`src/rtl/pmbus_ctrl_consts.svh`:
```
// constants for the converter management command and protection logic
`ifndef PMBUS_CTRL_CONSTS_SVH
`define PMBUS_CTRL_CONSTS_SVH

// command codes
`define CMD_OPERATION   8'h01
`define CMD_CLEAR_FLT   8'h03
`define CMD_STORE_ALL   8'h11
`define CMD_VFORMAT     8'h20
`define CMD_VOUT_TARGET 8'h21
`define CMD_START_DLY   8'h60
`define CMD_STATUS      8'h78

// command data values and reset values
`define OP_ON           8'h80
`define OP_OFF          8'h00
`define VFORMAT_VAL     8'h17
`define VOUT_DEFAULT    16'h1800
`define VOUT_MIN        16'h0A00
`define VOUT_MAX        16'h1A66
`define TON_DEFAULT     10'h005
`define TON_MIN         10'h005
`define TON_MAX         10'h3E8
`define HICCUP_MS       10'h064
`define DEV_ADDR        7'h5B

// status byte bit positions
`define ST_OFF_BIT      6
`define ST_OV_BIT       5
`define ST_OC_BIT       4
`define ST_UV_BIT       3
`define ST_OT_BIT       2
`define ST_CML_BIT      1

// fault flag positions
`define FLT_UV          0
`define FLT_OC          1
`define FLT_OV          2
`define FLT_OT          3
`define FLT_CML         4

// timing
`define CLK_PERIOD_NS   25
`define TICK_TIME_NS    1000000
`define TICK_CYCLES     (`TICK_TIME_NS / `CLK_PERIOD_NS)

`endif

```
`src/rtl/pmbus_ctrl_pkg.sv`:
```
// types shared by the command handler and the protection sequencer
package pmbus_ctrl_pkg;

  typedef enum logic [2:0] {
    BUS_IDLE = 3'b000,
    BUS_RX   = 3'b001,
    BUS_RACK = 3'b010,
    BUS_TX   = 3'b011,
    BUS_TACK = 3'b100
  } bus_state_e;

  typedef enum logic [1:0] {
    SEQ_OFF    = 2'b00,
    SEQ_DELAY  = 2'b01,
    SEQ_ON     = 2'b10,
    SEQ_HICCUP = 2'b11
  } seq_state_e;

  typedef struct packed {
    logic [1:0] scl_sync;
    logic [1:0] sda_sync;
    logic [1:0] onoff_sync;
    logic       scl_q;
    logic       sda_q;
    bus_state_e st;
    logic [3:0] bitcnt;
    logic [7:0] shreg;
    logic [2:0] byte_no;
    logic [1:0] rd_idx;
    logic       is_read;
    logic       nack;
    logic [7:0] cmd;
    logic [15:0] wdata;
    logic       sda_lvl;
    logic       sda_oe_n;
    logic [7:0] op;
    logic [15:0] vout;
    logic [15:0] ton_word;
    logic [9:0] ton_ms;
    logic [4:0] flags;
    logic       run;
    logic       store;
  } bus_s;

  typedef struct packed {
    logic [5:0] s1;
    logic [5:0] s2;
    logic [5:0] s3;
    seq_state_e st;
    logic [15:0] cnt;
    logic [9:0] ms_left;
    logic       uv_lock;
    logic       ot_lock;
    logic       pwr;
    logic [3:0] ev;
  } seq_s;

endpackage

```
`src/rtl/seq_ctrl_if.sv`:
```
// link between the command handler and the protection sequencer
`timescale 1ns/1ps
interface seq_ctrl_if;
  logic       run_req;
  logic [9:0] ton_ms;
  logic [5:0] cmp;
  logic       pwr_on;
  logic [3:0] events;

  modport ctl (output run_req, output ton_ms, output cmp,
               input pwr_on, input events);
  modport seq (input run_req, input ton_ms, input cmp,
               output pwr_on, output events);
endinterface

```
`src/rtl/protect_seq.sv`:
```
// start delay, undervoltage, hiccup and overtemperature sequencing
`timescale 1ns/1ps
`include "pmbus_ctrl_consts.svh"
module protect_seq
  import pmbus_ctrl_pkg::*;
#(
  parameter int TICK_CYCLES = `TICK_CYCLES
) (
  // clock and reset
  input  wire logic clk_in,
  input  wire logic reset_n_in,
  // handler link
  seq_ctrl_if.seq   ctl
);

  seq_s r_reg;
  seq_s r_next;

  ///////////////////////////////////////////////////////////////////////////
  // comparator inputs: cmp = {ot_cool, ot_high, ov, oc, vin_ok, vin_low}
  logic vin_low, vin_ok, oc, ov, ot_high, ot_cool, tick, trip, hic;
  assign vin_low = r_reg.s2[0];
  assign vin_ok  = r_reg.s2[1];
  assign oc      = r_reg.s2[2];
  assign ov      = r_reg.s2[3];
  assign ot_high = r_reg.s2[4];
  assign ot_cool = r_reg.s2[5];
  assign tick    = (r_reg.cnt == 16'(TICK_CYCLES - 1));
  assign hic     = oc | ov;

  // next state of the sequencer
  always_comb begin
    r_next    = r_reg;
    r_next.s1 = ctl.cmp;
    r_next.s2 = r_reg.s1;
    r_next.s3 = r_reg.s2;
    r_next.cnt = tick ? 16'h0000 : r_reg.cnt + 16'h0001;
    // lock held between the two thresholds gives the hysteresis
    if (vin_low) begin
      r_next.uv_lock = 1'b1;
    end else if (vin_ok) begin
      r_next.uv_lock = 1'b0;
    end
    if (ot_high) begin
      r_next.ot_lock = 1'b1;
    end else if (ot_cool) begin
      r_next.ot_lock = 1'b0;
    end
    // one-cycle event pulses for the latched flags
    r_next.ev[`FLT_UV] = r_next.uv_lock & ~r_reg.uv_lock;
    r_next.ev[`FLT_OC] = oc & ~r_reg.s3[2];
    r_next.ev[`FLT_OV] = ov & ~r_reg.s3[3];
    r_next.ev[`FLT_OT] = r_next.ot_lock & ~r_reg.ot_lock;
    trip = ~ctl.run_req | r_reg.uv_lock | r_reg.ot_lock;
    case (r_reg.st)
      SEQ_OFF: begin
        r_next.pwr = 1'b0;
        if (!trip) begin
          r_next.st      = SEQ_DELAY;
          r_next.ms_left = ctl.ton_ms;
          r_next.cnt     = 16'h0000;
        end
      end
      SEQ_DELAY: begin
        if (trip) begin
          r_next.st = SEQ_OFF;
        end else if (tick) begin
          if (r_reg.ms_left <= 10'h001) begin
            r_next.st  = SEQ_ON;
            r_next.pwr = 1'b1;
          end else begin
            r_next.ms_left = r_reg.ms_left - 10'h001;
          end
        end
      end
      SEQ_ON: begin
        if (trip) begin
          r_next.st  = SEQ_OFF;
          r_next.pwr = 1'b0;
        end else if (hic) begin
          r_next.st      = SEQ_HICCUP;
          r_next.pwr     = 1'b0;
          r_next.ms_left = `HICCUP_MS;
          r_next.cnt     = 16'h0000;
        end
      end
      SEQ_HICCUP: begin
        if (trip) begin
          r_next.st = SEQ_OFF;
        end else if (tick) begin
          if (r_reg.ms_left > 10'h001) begin
            r_next.ms_left = r_reg.ms_left - 10'h001;
          end else if (hic) begin
            r_next.ms_left = `HICCUP_MS;
          end else begin
            r_next.st      = SEQ_DELAY;
            r_next.ms_left = ctl.ton_ms;
          end
        end
      end
      default: begin
        r_next.st  = SEQ_OFF;
        r_next.pwr = 1'b0;
      end
    endcase
  end

  // state register
  always_ff @(posedge clk_in or negedge reset_n_in) begin
    if (!reset_n_in) begin
      r_reg    <= '0;
      r_reg.st <= SEQ_OFF;
    end else begin
      r_reg <= r_next;
    end
  end

  assign ctl.pwr_on = r_reg.pwr;
  assign ctl.events = r_reg.ev;

endmodule

```
`src/rtl/pmbus_cmd_ctrl.sv`:
```
// pmbus slave, command handling, fault flags and protection hookup
`timescale 1ns/1ps
`include "pmbus_ctrl_consts.svh"
module pmbus_cmd_ctrl
  import pmbus_ctrl_pkg::*;
#(
  parameter int TICK_CYCLES = `TICK_CYCLES
) (
  // clock and reset
  input  wire logic        clk_in,
  input  wire logic        reset_n_in,
  // pmbus pins
  input  wire logic        scl_in,
  input  wire logic        sda_in,
  output logic             sda_out,
  output logic             sda_oe_n_out,
  // remote on/off pin, active low
  input  wire logic        onoff_n_in,
  // protection comparators
  input  wire logic        vin_low_in,
  input  wire logic        vin_ok_in,
  input  wire logic        oc_in,
  input  wire logic        ov_in,
  input  wire logic        ot_high_in,
  input  wire logic        ot_cool_in,
  // power stage and storage
  output logic             power_enable_out,
  output logic [15:0]      vout_target_out,
  output logic             store_out
);

  bus_s r_reg;
  bus_s r_next;
  seq_ctrl_if ifc ();

  ///////////////////////////////////////////////////////////////////////////
  // helpers

  // only these codes are acked; anything else is a comm fault
  function automatic logic cmd_known(input logic [7:0] c);
    cmd_known = (c == `CMD_OPERATION) || (c == `CMD_CLEAR_FLT) ||
                (c == `CMD_STORE_ALL) || (c == `CMD_VFORMAT) ||
                (c == `CMD_VOUT_TARGET) || (c == `CMD_START_DLY) ||
                (c == `CMD_STATUS);
  endfunction

  // read data, words go low byte first
  function automatic logic [7:0] tx_byte(input bus_s s,
                                          input logic [1:0] idx,
                                          input logic off);
    logic [15:0] w;
    w = 16'hFFFF;
    case (s.cmd)
      `CMD_OPERATION:   w = {8'h00, s.op};
      `CMD_VFORMAT:     w = {8'h00, `VFORMAT_VAL};
      `CMD_VOUT_TARGET: w = s.vout;
      `CMD_START_DLY:   w = s.ton_word;
      `CMD_STATUS: begin
        w = 16'h0000;
        w[`ST_OFF_BIT] = off;
        w[`ST_OV_BIT]  = s.flags[`FLT_OV];
        w[`ST_OC_BIT]  = s.flags[`FLT_OC];
        w[`ST_UV_BIT]  = s.flags[`FLT_UV];
        w[`ST_OT_BIT]  = s.flags[`FLT_OT];
        w[`ST_CML_BIT] = s.flags[`FLT_CML];
      end
      default:          w = 16'hFFFF;
    endcase
    tx_byte = (idx == 2'b00) ? w[7:0] : ((idx == 2'b01) ? w[15:8] : 8'hFF);
  endfunction

  ///////////////////////////////////////////////////////////////////////////
  // pin edges, sampled after two flops
  logic scl, sda, scl_rise, scl_fall, start_c, stop_c;
  logic [4:0] set_f, clr_f;
  logic       commit;
  logic [4:0] n_exp;
  logic [10:0] mant;
  logic [25:0] ms_val;
  assign scl      = r_reg.scl_sync[1];
  assign sda      = r_reg.sda_sync[1];
  assign scl_rise = scl & ~r_reg.scl_q;
  assign scl_fall = ~scl & r_reg.scl_q;
  assign start_c  = scl & r_reg.scl_q & r_reg.sda_q & ~sda;
  assign stop_c   = scl & r_reg.scl_q & ~r_reg.sda_q & sda;
  assign commit   = stop_c & ~r_reg.is_read & (r_reg.st != BUS_IDLE);
  assign n_exp    = r_reg.wdata[15:11];
  assign mant     = r_reg.wdata[10:0];
  // non-negative exponent only; wide so no shift wraps back into range
  assign ms_val   = {15'h0000, mant} << n_exp[3:0];

  // bus engine and command execution
  always_comb begin
    r_next            = r_reg;
    r_next.scl_sync   = {r_reg.scl_sync[0], scl_in};
    r_next.sda_sync   = {r_reg.sda_sync[0], sda_in};
    r_next.onoff_sync = {r_reg.onoff_sync[0], onoff_n_in};
    r_next.scl_q      = scl;
    r_next.sda_q      = sda;
    r_next.store      = 1'b0;
    set_f             = {1'b0, ifc.events};
    clr_f             = 5'h00;
    if (start_c) begin
      r_next.st       = BUS_RX;
      r_next.bitcnt   = 4'h0;
      r_next.byte_no  = 3'h0;
      r_next.sda_oe_n = 1'b1;
    end else if (stop_c) begin
      r_next.st       = BUS_IDLE;
      r_next.sda_oe_n = 1'b1;
    end else begin
      case (r_reg.st)
        BUS_IDLE: r_next.sda_oe_n = 1'b1;
        BUS_RX: begin
          if (scl_rise && r_reg.bitcnt != 4'h8) begin
            r_next.shreg  = {r_reg.shreg[6:0], sda};
            r_next.bitcnt = r_reg.bitcnt + 4'h1;
          end else if (scl_fall && r_reg.bitcnt == 4'h8) begin
            r_next.st       = BUS_RACK;
            r_next.sda_oe_n = 1'b0;
            if (r_reg.byte_no != 3'h7) begin
              r_next.byte_no = r_reg.byte_no + 3'h1;
            end
            case (r_reg.byte_no)
              3'h0: begin
                r_next.is_read = r_reg.shreg[0];
                if (r_reg.shreg[7:1] != `DEV_ADDR) begin
                  r_next.st       = BUS_IDLE;
                  r_next.sda_oe_n = 1'b1;
                end
              end
              3'h1: begin
                r_next.cmd = r_reg.shreg;
                if (!cmd_known(r_reg.shreg)) begin
                  r_next.st       = BUS_IDLE; // nack unknown codes
                  r_next.sda_oe_n = 1'b1;
                  set_f[`FLT_CML] = 1'b1;
                end
              end
              3'h2: r_next.wdata[7:0]  = r_reg.shreg;
              3'h3: r_next.wdata[15:8] = r_reg.shreg;
              default: r_next.wdata = r_reg.wdata; // extra bytes ignored
            endcase
          end
        end
        BUS_RACK: begin
          if (scl_fall) begin
            r_next.bitcnt = 4'h0;
            if (r_reg.is_read && r_reg.byte_no == 3'h1) begin
              r_next.st       = BUS_TX;
              r_next.shreg    = tx_byte(r_reg, 2'b00, ~ifc.pwr_on);
              r_next.sda_oe_n = r_next.shreg[7];
              r_next.bitcnt   = 4'h1;
              r_next.rd_idx   = 2'b01;
            end else begin
              r_next.st       = BUS_RX;
              r_next.sda_oe_n = 1'b1;
            end
          end
        end
        BUS_TX: begin
          if (scl_fall) begin
            if (r_reg.bitcnt == 4'h8) begin
              r_next.st       = BUS_TACK;
              r_next.sda_oe_n = 1'b1;
            end else begin
              r_next.shreg    = {r_reg.shreg[6:0], 1'b0};
              r_next.sda_oe_n = r_reg.shreg[6];
              r_next.bitcnt   = r_reg.bitcnt + 4'h1;
            end
          end
        end
        BUS_TACK: begin
          if (scl_rise) begin
            r_next.nack = sda;
          end else if (scl_fall) begin
            if (r_reg.nack) begin
              r_next.st = BUS_IDLE;
            end else begin
              r_next.st       = BUS_TX;
              r_next.shreg    = tx_byte(r_reg, r_reg.rd_idx, ~ifc.pwr_on);
              r_next.sda_oe_n = r_next.shreg[7];
              r_next.bitcnt   = 4'h1;
              if (r_reg.rd_idx != 2'b11) begin
                r_next.rd_idx = r_reg.rd_idx + 2'b01;
              end
            end
          end
        end
        default: begin
          r_next.st       = BUS_IDLE;
          r_next.sda_oe_n = 1'b1;
        end
      endcase
    end
    // writes take effect at the stop condition
    if (commit && r_reg.byte_no == 3'h2) begin
      if (r_reg.cmd == `CMD_CLEAR_FLT) begin
        clr_f = 5'h1F;
      end
      if (r_reg.cmd == `CMD_STORE_ALL) begin
        r_next.store = 1'b1;
      end
    end
    if (commit && r_reg.byte_no == 3'h3 && r_reg.cmd == `CMD_OPERATION) begin
      if (r_reg.wdata[7:0] == `OP_ON || r_reg.wdata[7:0] == `OP_OFF) begin
        r_next.op = r_reg.wdata[7:0];
      end else begin
        set_f[`FLT_CML] = 1'b1;
      end
    end
    if (commit && r_reg.byte_no >= 3'h4) begin
      if (r_reg.cmd == `CMD_VOUT_TARGET) begin
        if (r_reg.wdata >= `VOUT_MIN && r_reg.wdata <= `VOUT_MAX) begin
          r_next.vout = r_reg.wdata;
        end else begin
          set_f[`FLT_CML] = 1'b1;
        end
      end
      if (r_reg.cmd == `CMD_START_DLY) begin
        if (!n_exp[4] && !mant[10] && n_exp[3:0] <= 4'h9 &&
            ms_val >= 26'(`TON_MIN) && ms_val <= 26'(`TON_MAX)) begin
          r_next.ton_word = r_reg.wdata;
          r_next.ton_ms   = ms_val[9:0];
        end else begin
          set_f[`FLT_CML] = 1'b1;
        end
      end
    end
    // a fault arriving during a clear stays set
    r_next.flags = (r_reg.flags & ~clr_f) | set_f;
    r_next.run   = (r_reg.op == `OP_ON) & ~r_reg.onoff_sync[1];
  end

  // state register with documented power-up defaults
  always_ff @(posedge clk_in or negedge reset_n_in) begin
    if (!reset_n_in) begin
      r_reg          <= '0;
      r_reg.scl_sync <= 2'b11;
      r_reg.sda_sync <= 2'b11;
      r_reg.scl_q    <= 1'b1;
      r_reg.sda_q    <= 1'b1;
      r_reg.onoff_sync <= 2'b11;
      r_reg.st       <= BUS_IDLE;
      r_reg.sda_oe_n <= 1'b1;
      r_reg.op       <= `OP_ON;
      r_reg.vout     <= `VOUT_DEFAULT;
      r_reg.ton_word <= {6'h00, `TON_DEFAULT};
      r_reg.ton_ms   <= `TON_DEFAULT;
    end else begin
      r_reg <= r_next;
    end
  end

  ///////////////////////////////////////////////////////////////////////////
  // protection sequencer
  assign ifc.run_req = r_reg.run;
  assign ifc.ton_ms  = r_reg.ton_ms;
  assign ifc.cmp     = {ot_cool_in, ot_high_in, ov_in, oc_in,
                        vin_ok_in, vin_low_in};

  protect_seq #(
    .TICK_CYCLES (TICK_CYCLES)
  ) u_seq (
    .clk_in     (clk_in),
    .reset_n_in (reset_n_in),
    .ctl        (ifc.seq)
  );

  // outputs
  assign sda_out          = r_reg.sda_lvl;
  assign sda_oe_n_out     = r_reg.sda_oe_n;
  assign power_enable_out = ifc.pwr_on;
  assign vout_target_out  = r_reg.vout;
  assign store_out        = r_reg.store;

endmodule

```
`config.mk`:
```
export PLATFORM = sky130hd
export DESIGN_NAME = pmbus_cmd_ctrl
export DESIGN_NICKNAME = d
export VERILOG_FILES = /design/src/rtl/pmbus_ctrl_pkg.sv /design/src/rtl/seq_ctrl_if.sv /design/src/rtl/protect_seq.sv /design/src/rtl/pmbus_cmd_ctrl.sv
export VERILOG_INCLUDE_DIRS = /design/src /design/src/rtl
export SDC_FILE = /design/constraint.sdc
export NUM_CORES = 1
export LEC_CHECK = 0
export ABC_CLOCK_PERIOD_IN_PS = 2900
export BUFFER_PORTS_ARGS = -buffer_cell sky130_fd_sc_hd__buf_2
export CAP_MARGIN = 20
export CORE_MARGIN = 3
export CORE_UTILIZATION = 60
export CTS_CLUSTER_SIZE = 12
export DETAILED_ROUTE_END_ITERATION = 8
export PLACE_DENSITY = 0.87
export SYNTH_ARGS = -nofsm -noshare
export SYNTH_HDL_FRONTEND = slang
export SYNTH_SLANG_ARGS = --single-unit
```
`constraint.sdc`:
```
create_clock -name clk_in -period 2.9 [get_ports clk_in]
set_input_delay 0.145 -clock clk_in [delete_from_list [all_inputs] [get_ports clk_in]]
set_output_delay 0.145 -clock clk_in [all_outputs]
set_load 0.005 [all_outputs]
```
[Word-level counts from Yosys, hierarchy flattened]
Cells that the tools add are included.
Cells by class
  multiplexer cells: 114
  reductions and logical operators: 51
  bitwise gates (word level): 35
  magnitude comparators: 8
  shifts and indexed selects: 1
  equal/unequal tests: 75
  add/sub/neg operators: 5
Operators with widths (count)
  $pmux W16 S5: 1
  $mux W24: 3
  $mux W10: 7
  $mux W15: 4
  $mux W28: 2
  $mux W16: 3
  $pmux W12 S4: 1
  $mux W1: 43
  $mux W43: 1
  $mux W8: 5
  $pmux W10 S4: 1
  $mux W12: 3
  $mux W2: 18
  $ne A4 B4 Y1 const B: 9
  $ne A2 B2 Y1 const B: 17
  $eq A8 B6 Y1 const B: 4
  $eq A8 B7 Y1 const B: 4
  $pmux W16 S2: 1
  $mux W3: 9
  $ne A3 B3 Y1 const B: 9
  $ge A26 B3 Y1 const B: 1
  $le A26 B10 Y1 const B: 1
  $mux W26: 1
  $shl A11 B4 Y26: 1
  other kinds (60): 140
Word-level totals
  input port bits: 11
  output and inout port bits: 20
  register bits: 163
  word-level logic and storage cells: 322

[Depth between registers and ports, before layout]
  depth after elaboration: 22
  depth in mapped cells: 10
  depth with buffers taken out: 9

[By module]
A second synthesis with hierarchy kept.
Second synthesis, totals
  cell total of the unflattened synthesis: 904
  area, all modules: 8983.6 um^2
By module, submodules not included
  pmbus_cmd_ctrl: sequential area each 2822.7 um^2, cells an instance 662, area each 6520.0 um^2, instances 1
  protect_seq: sequential area each 1226.2 um^2, cells an instance 242, area each 2463.6 um^2, instances 1

[Worst setup path before layout]
No wires, ideal clock.
  kind: reg2reg
  start: register r_reg[78] in the netlist's numbering
  end: register, netlist name ifc.ton_ms[7]
  slack: 0.305 ns
  path buffers: 1
  clock period less this slack: 2.595 ns
  data arrival time: 2.470 ns
  data required time: 2.775 ns
  library setup time: 0.125 ns
  stages on the path, launching flop included: 7
  path through: dfrtp_1 -> or4b_1 -> and2b_1 -> nand3_1 -> nor4_4 -> buf_6 -> mux2_4
Between the ends
  word-level cells in the longest chain between the ends: 2
RTL lines
  start, declared: RTL line pmbus_cmd_ctrl.sv:32  | bus_s r_reg;
  start signal, assigned: RTL line pmbus_cmd_ctrl.sv:251  | r_reg <= r_next;
  $eq A8 B7 Y1
  $reduce_and A3 Y1 (no line)
Every way passes these cells.
A chain may end at the register's enable or synchronous reset.

[Worst setup path after layout]
  start: register r_reg[75] in the netlist's numbering
  end: register r_reg[90] in the netlist's numbering
Between the ends
  word-level cells in the longest chain between the ends: 10
  elaborated cells between the ends (all ways): 16
  those cells by class: eq/ne (5); mux (11)
RTL lines
  $eq A8 B7 Y1, or another cell as far along: RTL line pmbus_cmd_ctrl.sv:53  | case (s.cmd)
  $pmux W16 S5 *: RTL line pmbus_cmd_ctrl.sv:53
  $mux W16: RTL line pmbus_cmd_ctrl.sv:108  | end else if (stop_c) begin
  $mux W16: RTL line pmbus_cmd_ctrl.sv:103  | if (start_c) begin
  $mux W8 (2 in a row): RTL line pmbus_cmd_ctrl.sv:69  | tx_byte = (idx == 2'b00) ? w[7:0] : ((idx == 2'b01) ? w[15:8] : 8'hFF);
  $mux W12: RTL line pmbus_cmd_ctrl.sv:177  | if (r_reg.nack) begin
  $mux W15: RTL line pmbus_cmd_ctrl.sv:176  | end else if (scl_fall) begin
  $mux W15: RTL line pmbus_cmd_ctrl.sv:174  | if (scl_rise) begin
  $pmux W12 S4 *: RTL line pmbus_cmd_ctrl.sv:112  | case (r_reg.st)
Every way passes the cells marked *; elsewhere a longest branch is shown, timed or not. The select of a mux whose other input is x is not followed.

==> impl_metrics.ini <==
[outcome]
outcome = finished, final reports clean

[clocking]
clock_sinks = 161
htree_num_levels = 4
clk_latency_ns = 0.44
cts_buffers = 17
cts_buffer_depth = 2
clockRootBuffer = clkbuf_16
clk_pin_slew_ns = 0.07
cts_tree = built

[timing]
fin_ws_ns = 0.132
hold_viol_final = 0
slew_viol_final = 0
grt_setup_unrepaired = no
tns_ns = 0
fin_skew_ns = 0.0129
tightest_slew_ns = 0.834
relSlewSlack_pct = 43.9
post-route-min-period_ns = 2.77
setup_viol = 0
fin_crit_sh_pct = 95.5
fmax_mhz = 361

[logic_synthesis]
syn_area_mm2 = 0.00864
netlist_instances = 856
yosysSeqAreaShare_pct = 46.8
synth-seq-cells = 161
ys_warn_count = 0
synth_top_area_share_pct = 42.0
yosys.area.top_type = dfrtp_1
synth_edf_count = 0
syn_avg_cell_area_um2 = 10.1
yosysUniqueCellTypes = 77
synth.area.top_cells = dfrtp_1, mux2_2, dfstp_2, nor2_1, o21ai_0
synth_ff_type = dfrtp_1
yosysMostFrequentCell = dfrtp_1
synth_async_sr_flop_share_pct = 100
synthesis.nets = 881
yosys-top-cells-count = dfrtp_1, nor2_1, nand2_1

[die]
rows = 43
core_region_area_mm2 = 0.0140
die_h_um = 126
dieArea_mm2 = 0.0159
die_w_um = 126
ios = 31
start_util_pct = 61.8

[setup_path]
r2r-end = r_reg[90]
startpoint = r_reg[75]
end_kind = register
required_ns = 3.20
critPathLaunchType = register
path_class = reg2reg
cp.arrival_ns = 3.07
r2r.worst_path.cells = 7
reg2reg_slack_ns = 0.13
r2r_start = r_reg[75]
worstPathMaxFanout = 6

[global_routing]
grt_pass1_wl_um = 36200
groute.usage.overall_pct = 28.6
overflow = 0
grt_pass1_vias = 6744
antenna_found_initial = 1
grt_max_degree = 83

[finish]
n_fill_cell = 987
drive_gt1_share_pct = 21.0
final_nets = 920
seq_area_mm2 = 0.00405
fin_util_pct = 69.5
multi_input_area_mm2 = 0.00418
area_growth_pct = 12.4
design_area_mm2 = 0.00972
largest_reg_flops = 62
insertedDiodeCount = 0

[route]
postRouteAntennaNets = 0
drc_errors = 0
wl_per_cell_um = 20.4
vias_per_cell = 6.45
wl_um = 22200
dr.pass1.iters = 8
via_count = 7013
drtIter0Drc = 1099

[pwr]
ir_worst_vdd_v = 0.000462
p_leak_nw = 4.35
p_per_area_mw_per_mm2 = 672

[placed_design]
io_buffers = 29
placed_area_mm2 = 0.00901
gp_congestion = 0.933
dp_hpwl_um = 15300
post-place-ws_ns = -0.0116

[flow_run]
drv_cap = 0

[worst_hold_path]
hold_path_class = in2async
routing by layer:
layer / routed length [um] / track usage, % / vias to the layer above
met1: 8850 / 38.4 / 3348
li1: - / - / 3162
met2: 10800 / 46.3 / 425
met3: 1830 / 5.64 / 78
met5: 0 / 0 / -
met4: 691 / 11.2 / 0
what timing repair did:
item	4_1_cts	5_1_grt
gates cloned	0	0
setup endpoints to repair	10	20
hold buffers	10	0
endpoints found under the hold margin	75	0
setup buffers	0	2
pin swaps	0	2
gates resized for setup	1	3
cells in the final DEF, fill, tap and decap left out, types with 4 or more instances in the layout:
cell type and count:
dfstp_2 16, o221ai_1 5, a21o_1 10, ha_1 14, clkbuf_16 17, a22oi_1 26, a22o_1 6, or3_1 7
and2_1 17, nor2b_1 16, dlygate4sd3_1 10, buf_2 28, inv_1 25, and3_1 7, inv_6 6, o211ai_1 6
xor2_1 13, nand4_1 11, a21oi_1 43, nand3b_1 4, nand2b_1 10, buf_4 41, dfrtp_1 144, o32ai_1 6
nand3_1 24, mux2_2 44, o21ai_0 48, nor3_1 21, o22ai_1 11, mux2i_1 17, a31oi_1 7, xnor2_1 7
o21bai_1 4, nor2_1 76, mux2_4 15, nor4_1 9, nand2_1 57
cell families (layout without fill, tap and decap cells):
kind of cell	after synthesis	after routing	share of synthesized area (%)
AND/OR/NAND/NOR	287	287	17.3
AO/OA/AOI/OAI	206	206	15.8
flip-flops	161	161	46.8
buffers and inverters	87	139	4.96
multiplexers	80	80	11.0
XOR/XNOR	20	20	2.03
adder cells (fa/ha/maj)	14	14	2.03
other	1	1	0.0434
final cells by class:
class | instances | area share [%]
clock buffer | 18 | 4.52
clock inverter | 14 | 1.47
inverter | 25 | 0.965
multi-input combinational | 608 | 43.0
sequential | 161 | 41.7
tap | 180 | 2.32
timing repair buffer | 82 | 6.08
worst max-delay path: stages, from the launching register on:
cell and delay [ns]:
dfrtp_1 0.44, or4b_2 0.68, a21oi_1 0.28, o21bai_1 0.23, a31oi_1 0.39, a32oi_1 0.24
a311oi_1 0.29, o21ai_0 0.10
worst max path at each step:
stage / endpoint / slack, ns
2_1_floorplan: ifc.ton_ms[7] / 0.30
3_3_place_gp: r_reg[21] / 0.06
3_5_place_dp: r_reg[21] / -0.01
4_1_cts: r_reg[18] / 0.05
5_1_grt: ifc.ton_ms[1] / 0.0007
6_report: r_reg[90] / 0.13
power breakdown:
| group | total [mW] | internal (mW) | switching [mW] |
|---|---|---|---|
| Clock | 2.22 | 1.23 | 0.987 |
| Combinational | 1.52 | 0.619 | 0.898 |
| Sequential | 2.79 | 2.45 | 0.346 |
through the flow:
| stage | hold WS (ns) | power [mW] | instances |
|---|---|---|---|
| after CTS | 0.338 | 6.49 | 1086 |
| final | 0.310 | 6.53 | 1088 |
| after global placement | 0.213 | 4.20 | 1044 |
| after global routing | 0.354 | 6.83 | 1088 |
| after floorplan | -0.151 | 3.76 | 856 |
| after detailed placement | 0.227 | 4.26 | 1044 |
(Power assumes the default switching activity.)
